[src/design/port_mux_pkg.sv]
package port_mux_pkg;

	localparam int          PORT_WIDTH    = 8;
	localparam int          ADDR_WIDTH    = 4;
	// Register map, byte offsets on the plain register port
	localparam logic [3:0]  REG_P1_IN     = 4'h0;
	localparam logic [3:0]  REG_P1_OUT    = 4'h1;
	localparam logic [3:0]  REG_P1_DIR    = 4'h2;
	localparam logic [3:0]  REG_P1_IFG    = 4'h3;
	localparam logic [3:0]  REG_P1_IES    = 4'h4;
	localparam logic [3:0]  REG_P1_IE     = 4'h5;
	localparam logic [3:0]  REG_P1_SEL    = 4'h6;
	localparam logic [3:0]  REG_P2_IN     = 4'h8;
	localparam logic [3:0]  REG_P2_OUT    = 4'h9;
	localparam logic [3:0]  REG_P2_DIR    = 4'hA;
	localparam logic [3:0]  REG_P2_IFG    = 4'hB;
	localparam logic [3:0]  REG_P2_IES    = 4'hC;
	localparam logic [3:0]  REG_P2_IE     = 4'hD;
	localparam logic [3:0]  REG_P2_SEL    = 4'hE;
	localparam logic [3:0]  REG_FUSE_STAT = 4'hF;
	localparam logic [7:0]  RESET_BYTE    = 8'h00;
	// Port-two bits with no external pin
	localparam logic [7:0]  P2_UNBONDED   = 8'hC0;
	// Fuse status bit positions
	localparam int          FS_CHECK_BIT  = 0;
	localparam int          FS_BLOWN_BIT  = 1;
	localparam int          FS_BYPASS_BIT = 2;

	typedef enum logic [1:0] {
		FUSE_IDLE  = 2'b00,
		FUSE_CHECK = 2'b01,
		FUSE_DONE  = 2'b11,
		FUSE_LOCK  = 2'b10
	} fuse_state_t;

endpackage : port_mux_pkg

[src/design/port_pin_function_mux.sv]
// Added by the designer: strobed register access and the address map.
`timescale 1ns/10ps
module port_pin_function_mux
	import port_mux_pkg::*;
#(
	parameter int WIDTH = PORT_WIDTH
) (
	input  wire logic                  clk,
	input  wire logic                  rst,
	input  wire logic [ADDR_WIDTH-1:0] regAddr,
	input  wire logic [WIDTH-1:0]      regWdata,
	input  wire logic                  regWrite,
	input  wire logic                  regRead,
	output logic      [WIDTH-1:0]      regRdata,
	input  wire logic [WIDTH-1:0]      p1PinIn,
	output logic      [WIDTH-1:0]      p1PinOut,
	output logic      [WIDTH-1:0]      p1PinOe,
	input  wire logic [WIDTH-1:0]      p2PinIn,
	output logic      [WIDTH-1:0]      p2PinOut,
	output logic      [WIDTH-1:0]      p2PinOe,
	input  wire logic                  compareOutputCh0,
	input  wire logic                  compareOutputCh1,
	input  wire logic                  compareOutputCh2,
	input  wire logic                  submainSystemClock,
	input  wire logic                  auxClock,
	input  wire logic                  comparatorResult,
	output logic                       timerExternalClockIn,
	output logic                       timerAlternateClockIn,
	output logic                       captureCh0InputA,
	output logic                       captureCh1InputA,
	output logic                       captureCh2InputA,
	output logic                       captureCh0InputB,
	output logic                       p1IrqReq,
	output logic                       p2IrqReq,
	input  wire logic                  powerOnReset,
	input  wire logic                  debugAccess,
	input  wire logic                  testPin,
	input  wire logic                  fuseBlown,
	output logic                       fuseSenseEn,
	output logic                       debugBypass,
	output logic                       debugGrant
);

	// ----------------------------------------------------------------
	// Configuration registers
	// ----------------------------------------------------------------
	localparam int    SYNC_FILL = 3;
	logic [WIDTH-1:0] p1Out_q, p1Dir_q, p1Ifg_q, p1Ies_q, p1Ie_q, p1Sel_q;
	logic [WIDTH-1:0] p2Out_q, p2Dir_q, p2Ifg_q, p2Ies_q, p2Ie_q, p2Sel_q;
	logic [WIDTH-1:0] p1Sync1_q, p1Sync2_q, p1Prev_q;
	logic [WIDTH-1:0] p2Sync1_q, p2Sync2_q, p2Prev_q;
	logic [WIDTH-1:0] p1Edge, p2Edge, p1Mod, p2Mod;
	logic [3:0]       dbgSync1_q, dbgSync2_q;
	logic             dbgPrev_q;
	fuse_state_t      fuse_q;
	logic             wrEn;
	logic [SYNC_FILL-1:0] syncFill_q;

	assign wrEn = regWrite;

	always_ff @(posedge clk) begin
		if (rst) begin
			p1Out_q <= RESET_BYTE;
			p1Dir_q <= RESET_BYTE;
			p1Ies_q <= RESET_BYTE;
			p1Ie_q  <= RESET_BYTE;
			p1Sel_q <= RESET_BYTE;
			p2Out_q <= RESET_BYTE;
			p2Dir_q <= RESET_BYTE;
			p2Ies_q <= RESET_BYTE;
			p2Ie_q  <= RESET_BYTE;
			p2Sel_q <= RESET_BYTE;
		end else if (wrEn) begin
			unique case (regAddr)
				REG_P1_OUT: p1Out_q <= regWdata;
				REG_P1_DIR: p1Dir_q <= regWdata;
				REG_P1_IES: p1Ies_q <= regWdata;
				REG_P1_IE:  p1Ie_q  <= regWdata;
				REG_P1_SEL: p1Sel_q <= regWdata;
				REG_P2_OUT: p2Out_q <= regWdata;
				REG_P2_DIR: p2Dir_q <= regWdata;
				REG_P2_IES: p2Ies_q <= regWdata;
				REG_P2_IE:  p2Ie_q  <= regWdata;
				REG_P2_SEL: p2Sel_q <= regWdata;
				default: ;
			endcase
		end
	end

	// ----------------------------------------------------------------
	// Input synchronisers and edge detect
	// ----------------------------------------------------------------
	always_ff @(posedge clk) begin
		if (rst) begin
			p1Sync1_q <= RESET_BYTE;
			p1Sync2_q <= RESET_BYTE;
			p1Prev_q  <= RESET_BYTE;
			p2Sync1_q <= RESET_BYTE;
			p2Sync2_q <= RESET_BYTE;
			p2Prev_q  <= RESET_BYTE;
			syncFill_q <= '0;
		end else begin
			syncFill_q <= {syncFill_q[SYNC_FILL-2:0], 1'b1};
			p1Sync1_q <= p1PinIn;
			p1Sync2_q <= p1Sync1_q;
			p1Prev_q  <= p1Sync2_q;
			p2Sync1_q <= p2PinIn;
			p2Sync2_q <= p2Sync1_q;
			p2Prev_q  <= p2Sync2_q;
		end
	end

	// edge by select
	// Edges masked until the sync chain holds real pin samples after reset
	assign p1Edge = ((~p1Ies_q & p1Sync2_q & ~p1Prev_q) | (p1Ies_q & ~p1Sync2_q & p1Prev_q))
		& {WIDTH{syncFill_q[SYNC_FILL-1]}};
	assign p2Edge = ((~p2Ies_q & p2Sync2_q & ~p2Prev_q) | (p2Ies_q & ~p2Sync2_q & p2Prev_q))
		& ~P2_UNBONDED & {WIDTH{syncFill_q[SYNC_FILL-1]}};

	// ----------------------------------------------------------------
	// Interrupt flags: hardware set wins over software write
	// ----------------------------------------------------------------
	always_ff @(posedge clk) begin
		if (rst) begin
			p1Ifg_q <= RESET_BYTE;
			p2Ifg_q <= RESET_BYTE;
		end else begin
			if (wrEn && regAddr == REG_P1_IFG)
				p1Ifg_q <= regWdata | p1Edge;
			else
				p1Ifg_q <= p1Ifg_q | p1Edge;
			if (wrEn && regAddr == REG_P2_IFG)
				p2Ifg_q <= regWdata | p2Edge;
			else
				p2Ifg_q <= p2Ifg_q | p2Edge;
		end
	end

	always_ff @(posedge clk) begin
		if (rst) begin
			p1IrqReq <= 1'b0;
			p2IrqReq <= 1'b0;
		end else begin
			p1IrqReq <= |(p1Ifg_q & p1Ie_q);
			p2IrqReq <= |(p2Ifg_q & p2Ie_q);
		end
	end

	// ----------------------------------------------------------------
	// Output function mux
	// ----------------------------------------------------------------
	always_comb begin
		p1Mod[0] = 1'b0;
		p1Mod[1] = compareOutputCh0;
		p1Mod[2] = compareOutputCh1;
		p1Mod[3] = compareOutputCh2;
		p1Mod[4] = submainSystemClock;
		p1Mod[5] = compareOutputCh0;
		p1Mod[6] = compareOutputCh1;
		p1Mod[7] = compareOutputCh2;
		p2Mod[0] = auxClock;
		p2Mod[1] = 1'b0;
		p2Mod[2] = comparatorResult;
		p2Mod[3] = compareOutputCh1;
		p2Mod[4] = compareOutputCh2;
		p2Mod[5] = 1'b0;
		p2Mod[6] = 1'b0;
		p2Mod[7] = 1'b0;
	end

	always_ff @(posedge clk) begin
		if (rst) begin
			p1PinOut <= RESET_BYTE;
			p1PinOe  <= RESET_BYTE;
			p2PinOut <= RESET_BYTE;
			p2PinOe  <= RESET_BYTE;
		end else begin
			p1PinOut <= (p1Sel_q & p1Mod) | (~p1Sel_q & p1Out_q);
			p2PinOut <= ((p2Sel_q & p2Mod) | (~p2Sel_q & p2Out_q)) & ~P2_UNBONDED;
			p1PinOe  <= p1Dir_q;
			p2PinOe  <= p2Dir_q & ~P2_UNBONDED;
		end
	end

	// ----------------------------------------------------------------
	// Peripheral inputs, gated by select
	// ----------------------------------------------------------------
	always_ff @(posedge clk) begin
		if (rst) begin
			timerExternalClockIn  <= 1'b0;
			timerAlternateClockIn <= 1'b0;
			captureCh0InputA      <= 1'b0;
			captureCh1InputA      <= 1'b0;
			captureCh2InputA      <= 1'b0;
			captureCh0InputB      <= 1'b0;
		end else begin
			timerExternalClockIn  <= p1Sel_q[0] & p1Sync2_q[0];
			captureCh0InputA      <= p1Sel_q[1] & p1Sync2_q[1];
			captureCh1InputA      <= p1Sel_q[2] & p1Sync2_q[2];
			captureCh2InputA      <= p1Sel_q[3] & p1Sync2_q[3];
			timerAlternateClockIn <= p2Sel_q[1] & p2Sync2_q[1];
			captureCh0InputB      <= p2Sel_q[2] & p2Sync2_q[2];
		end
	end

	// ----------------------------------------------------------------
	// Register read
	// ----------------------------------------------------------------
	always_ff @(posedge clk) begin
		if (rst) begin
			regRdata <= RESET_BYTE;
		end else if (regRead) begin
			unique case (regAddr)
				REG_P1_IN:     regRdata <= p1Sync2_q;
				REG_P1_OUT:    regRdata <= p1Out_q;
				REG_P1_DIR:    regRdata <= p1Dir_q;
				REG_P1_IFG:    regRdata <= p1Ifg_q;
				REG_P1_IES:    regRdata <= p1Ies_q;
				REG_P1_IE:     regRdata <= p1Ie_q;
				REG_P1_SEL:    regRdata <= p1Sel_q;
				REG_P2_IN:     regRdata <= p2Sync2_q & ~P2_UNBONDED;
				REG_P2_OUT:    regRdata <= p2Out_q;
				REG_P2_DIR:    regRdata <= p2Dir_q;
				REG_P2_IFG:    regRdata <= p2Ifg_q;
				REG_P2_IES:    regRdata <= p2Ies_q;
				REG_P2_IE:     regRdata <= p2Ie_q;
				REG_P2_SEL:    regRdata <= p2Sel_q;
				REG_FUSE_STAT: begin
					regRdata <= RESET_BYTE;
					regRdata[FS_CHECK_BIT]  <= fuseSenseEn;
					regRdata[FS_BLOWN_BIT]  <= dbgSync2_q[3];
					regRdata[FS_BYPASS_BIT] <= debugBypass;
				end
				default:       regRdata <= RESET_BYTE;
			endcase
		end else begin
			regRdata <= RESET_BYTE;
		end
	end

	// ----------------------------------------------------------------
	// Fuse check and debug lock
	// ----------------------------------------------------------------
	// Sync order: 0 power-on, 1 debug access, 2 test pin, 3 fuse blown
	always_ff @(posedge clk) begin
		if (rst) begin
			dbgSync1_q <= 4'h0;
			dbgSync2_q <= 4'h0;
			dbgPrev_q  <= 1'b0;
		end else begin
			dbgSync1_q <= {fuseBlown, testPin, debugAccess, powerOnReset};
			dbgSync2_q <= dbgSync1_q;
			dbgPrev_q  <= dbgSync2_q[1];
		end
	end

	always_ff @(posedge clk) begin
		if (rst) begin
			fuse_q <= FUSE_IDLE;
		end else if (dbgSync2_q[3]) begin
			fuse_q <= FUSE_LOCK;
		end else if (dbgSync2_q[0]) begin
			fuse_q <= FUSE_IDLE;
		end else begin
			unique case (fuse_q)
				FUSE_IDLE:  if (dbgSync2_q[1] && !dbgPrev_q) fuse_q <= FUSE_CHECK;
				FUSE_CHECK: if (!dbgSync2_q[2]) fuse_q <= FUSE_DONE;
				FUSE_DONE:  fuse_q <= FUSE_DONE;
				FUSE_LOCK:  fuse_q <= FUSE_LOCK;
			endcase
		end
	end

	always_ff @(posedge clk) begin
		if (rst) begin
			fuseSenseEn <= 1'b0;
			debugBypass <= 1'b0;
			debugGrant  <= 1'b0;
		end else begin
			fuseSenseEn <= (fuse_q == FUSE_CHECK) && dbgSync2_q[2] && !dbgSync2_q[3];
			debugBypass <= (fuse_q == FUSE_LOCK) || dbgSync2_q[3];
			debugGrant  <= dbgSync2_q[1] && fuse_q != FUSE_LOCK && !dbgSync2_q[3];
		end
	end

endmodule : port_pin_function_mux

[config.mk]
export PLATFORM = sky130hd
export DESIGN_NAME = port_pin_function_mux
export DESIGN_NICKNAME = d
export VERILOG_FILES = /design/src/design/port_mux_pkg.sv /design/src/design/port_pin_function_mux.sv
export SDC_FILE = /design/constraint.sdc
export NUM_CORES = 1
export LEC_CHECK = 0
export ABC_AREA = 1
export BUFFER_PORTS_ARGS = -buffer_cell sky130_fd_sc_hd__buf_2
export CORE_ASPECT_RATIO = 0.6
export CORE_UTILIZATION = 50
export DETAILED_ROUTE_END_ITERATION = 10
export PLACE_DENSITY = 0.7
export RECOVER_POWER = 100
export SYNTH_ARGS = -nofsm -noshare
export SYNTH_HDL_FRONTEND = slang
export SYNTH_SLANG_ARGS = --single-unit
[constraint.sdc]
create_clock -name clk -period 3.1 [get_ports clk]
set_clock_uncertainty 0.1 [all_clocks]
set_input_delay 0.31 -clock clk [delete_from_list [all_inputs] [get_ports clk]]
set_output_delay 0.31 -clock clk [all_outputs]
set_load 0.05 [all_outputs]
==> impl_results.md <==
* Worst-path fanout max at 19
* RSZ-0062 raised after global routing: false
* Min Hold Slack at 0.0176 ns
* Num CTS Buffers at 17
* Crit. End Element: flip-flop
* Top FF cell, synth: dfxtp_1
* Synth Register Bits at 199
* EDFF count, synth at 0
* Leak at 3.97 nW
* Most common cell on crit path: clkbuf_1
* CP top delay family: buffers and inverters
* CTS Root Cell: clkbuf_16
* GP Congestion at 0.918
* Async set-reset flop share out of synthesis at 0
* I/O Pins at 93
* Max VDD drop at 0.000284 V
* Share of the yosys chip area belonging to registers at 0.506
* Via density per instance at 5.39
* Max-slew violation count at 50
* Remaining antenna violation count at 0
* Die H at 99.2 um
* Setup crit start kind: input pin
* Slowest CP cell: clkbuf_1
* Nets at 1,211
* Vias at 7,467
* Drt first-iter violations at 823
* FF-to-FF path depth at 4
* CTS Hold Buffers Added at 20
* Yosys cell types at 19
* Min-delay src: compareOutputCh0
* WL per Instance at 16.3 um
* Layout area overhead at 16.1%
* Starting density of the core at 0.512
* Hold path depth at 3
* Final TNS setup at 0 ns
* Pre-antenna DRT Iters at 5
* Req. time, crit path at 3.30 ns
* Clock H-tree levels at 4
* Antenna diode count at 0
* Skew-Pair Late Insertion Delay at 0.43 ns
* Share of cells above drive strength 1 at 0.0736
* Reg clk slew, reported paths at 0.08 ns
* Syn Area/Cell at 7.23 um2
* Cell taking the most area after synthesis: dfxtp_1
* Vias in the first global route at 6,663
* Status: finished, violations left
* Final-report setup violation count at 0
* Tmin final at 2.36 ns
* Max Fclk at 424 MHz
* Worst Path Arrival at 2.56 ns
* Die width at 164 um
* R2R Path End: p1Ifg_q[2]$_SDFF_PP0_
* Post-DP HPWL at 15.1 mm
* Reg2reg setup slack at 1.65 ns
* Cells after synthesis at 1,089
* Total track usage at 0.288
* WP buf/inv at 2
* Top post-synthesis cells by area: dfxtp_1 51%, nand3_1 8.7%, nand2_1 8.2%
* Post-Syn Area at 7880 um2
* Crit-path cells: clkbuf_1 > clkbuf_1 > nand2_1 > o21ai_0 > a21oi_1
* CTS Buffer Depth at 2
* Hold violation count in the final report at 0
* Grt total ovfl at 0
* Max-slew headroom at -0.491
* Critical path type: input pin to flip-flop
* Total wire length at 22.6 mm
* Yosys top cell area share at 0.506
* Failing checks: capacitance limit, slew limit
* Core area at 15,400 um2
* Pwr Density at 579 nW/um2
* CP max stage delay at 0.70 ns
* CTS tree: yes
* Site Rows at 35
* Resized Gates After CTS at 0
* Drt drc at 0
* Initial antenna violation count at 0
* Hold Path Class: input pin to flip-flop
* Tightest Pin Transition at 2.24 ns
* Die area at 16,300 um2
* Clock Sinks at 199
* Max-Cap Viols at 1
* Largest net degree at the start of global routing at 56
* Port Buf Inserts at 86
* Synthesis warning total at 0
* Worst hold endpoint: p1PinOut[5]$_SDFF_PP0_
* Reg2reg start: syncFill_q[2]$_SDFF_PP0_
* Final period util at 0.760
* Setup Buffers After CTS at 0
* First-pass GRT wire length at 35.6 mm
==> cells in the mapped netlist (2+ instances only) <==
| cell type | n |
|---|---|
| clkbuf_1 | 42 |
| nand3_1 | 137 |
| buf_1 | 2 |
| a221oi_1 | 4 |
| nor2_1 | 162 |
| dfxtp_1 | 199 |
| nor3_1 | 13 |
| o211ai_1 | 14 |
| a21oi_1 | 86 |
| buf_2 | 16 |
| nand2_1 | 173 |
| inv_1 | 142 |
| nor3_4 | 2 |
| nor2_2 | 5 |
| buf_4 | 4 |
| o21ai_0 | 85 |
==> cell type report <==
type,count,area [um2]
clock buffers,19,443
inverters,142,533
multi-input cells,687,3100
well taps,203,254
flip-flops and latches,199,3980
clock inverters,13,160
repair buffers,122,674
fillers,1449,6230
==> cell usage in the layout (no fill, tap or decap), types with 3 or more instances in the layout <==
master | synthesis | layout
conb_1 | 1 | 4
nand3_1 | 137 | 137
dfxtp_1 | 199 | 199
nor3_1 | 13 | 13
inv_6 | 0 | 6
nand2_1 | 173 | 173
a221oi_1 | 4 | 4
buf_4 | 4 | 12
dlygate4sd3_1 | 0 | 20
buf_2 | 16 | 36
clkbuf_1 | 42 | 54
inv_1 | 142 | 142
clkbuf_16 | 0 | 17
nor2_1 | 162 | 162
clkinv_8 | 0 | 3
o21ai_0 | 85 | 85
nor2_2 | 5 | 5
a21oi_1 | 86 | 86
o211ai_1 | 14 | 14
==> how the worst max path moves through the flow <==
stage / from / end / cells past startpoint
6_report: regWrite / p2Sel_q[4]$_SDFFE_PP0P_ / 5
5_1_grt: rst / p2Ies_q[6]$_SDFFE_PP0P_ / 5
4_1_cts: regAddr[2] / p1Sel_q[0]$_SDFFE_PP0P_ / 7
3_5_place_dp: regAddr[2] / p1Sel_q[0]$_SDFFE_PP0P_ / 7
3_3_place_gp: regAddr[2] / p1Sel_q[0]$_SDFFE_PP0P_ / 7
2_1_floorplan: regAddr[3] / p1Out_q[0]$_SDFFE_PP0P_ / 7
==> report_power, final <==
group          switching, mW  internal [mW]
Combinational          0.276          0.101
Clock                   1.08           1.18
Sequential            0.0388           2.62
Total                   1.40           3.90
==> logic make-up (layout without fill, tap and decap cells) <==
logic type,after synthesis,count (layout),synth area share
other cells,1,4,0.000476
simple gates,493,493,0.264
compound gates,190,190,0.127
buf+inv,206,296,0.103
flops,199,199,0.506
==> routing by layer <==
layer  vias up  share of wire  global-route usage
met5         -              0                   0
met4         0          0.012              0.0840
met3        29           0.11              0.0780
met2       396           0.41               0.411
met1      3430           0.46               0.420
li1       3612              -                   -
==> through the flow <==
| step | std cells | util | total power [mW] | area, um2 | setup slack (ns) |
|---|---|---|---|---|---|
| final | 1385 | 0.595 | 5.30 | 9150 | 0.744 |
| after global routing | 1385 | 0.595 | 5.45 | 9150 | 0.569 |
| after CTS | 1385 | 0.601 | 5.31 | 9240 | 1.33 |
| after detailed placement | 1333 | 0.549 | 3.07 | 8440 | 0.872 |
| after global placement | 1333 | 0.549 | 3.07 | 8440 | 0.955 |
| after floorplan | 1092 | - | 2.95 | 7890 | 1.62 |
==> tightest hold or removal path: stages <==
cell	delay, ns
buf_2	0.09
nor2_1	0.04
nor2_1	0.08
Note: power is estimated with default switching activity, not from simulation.
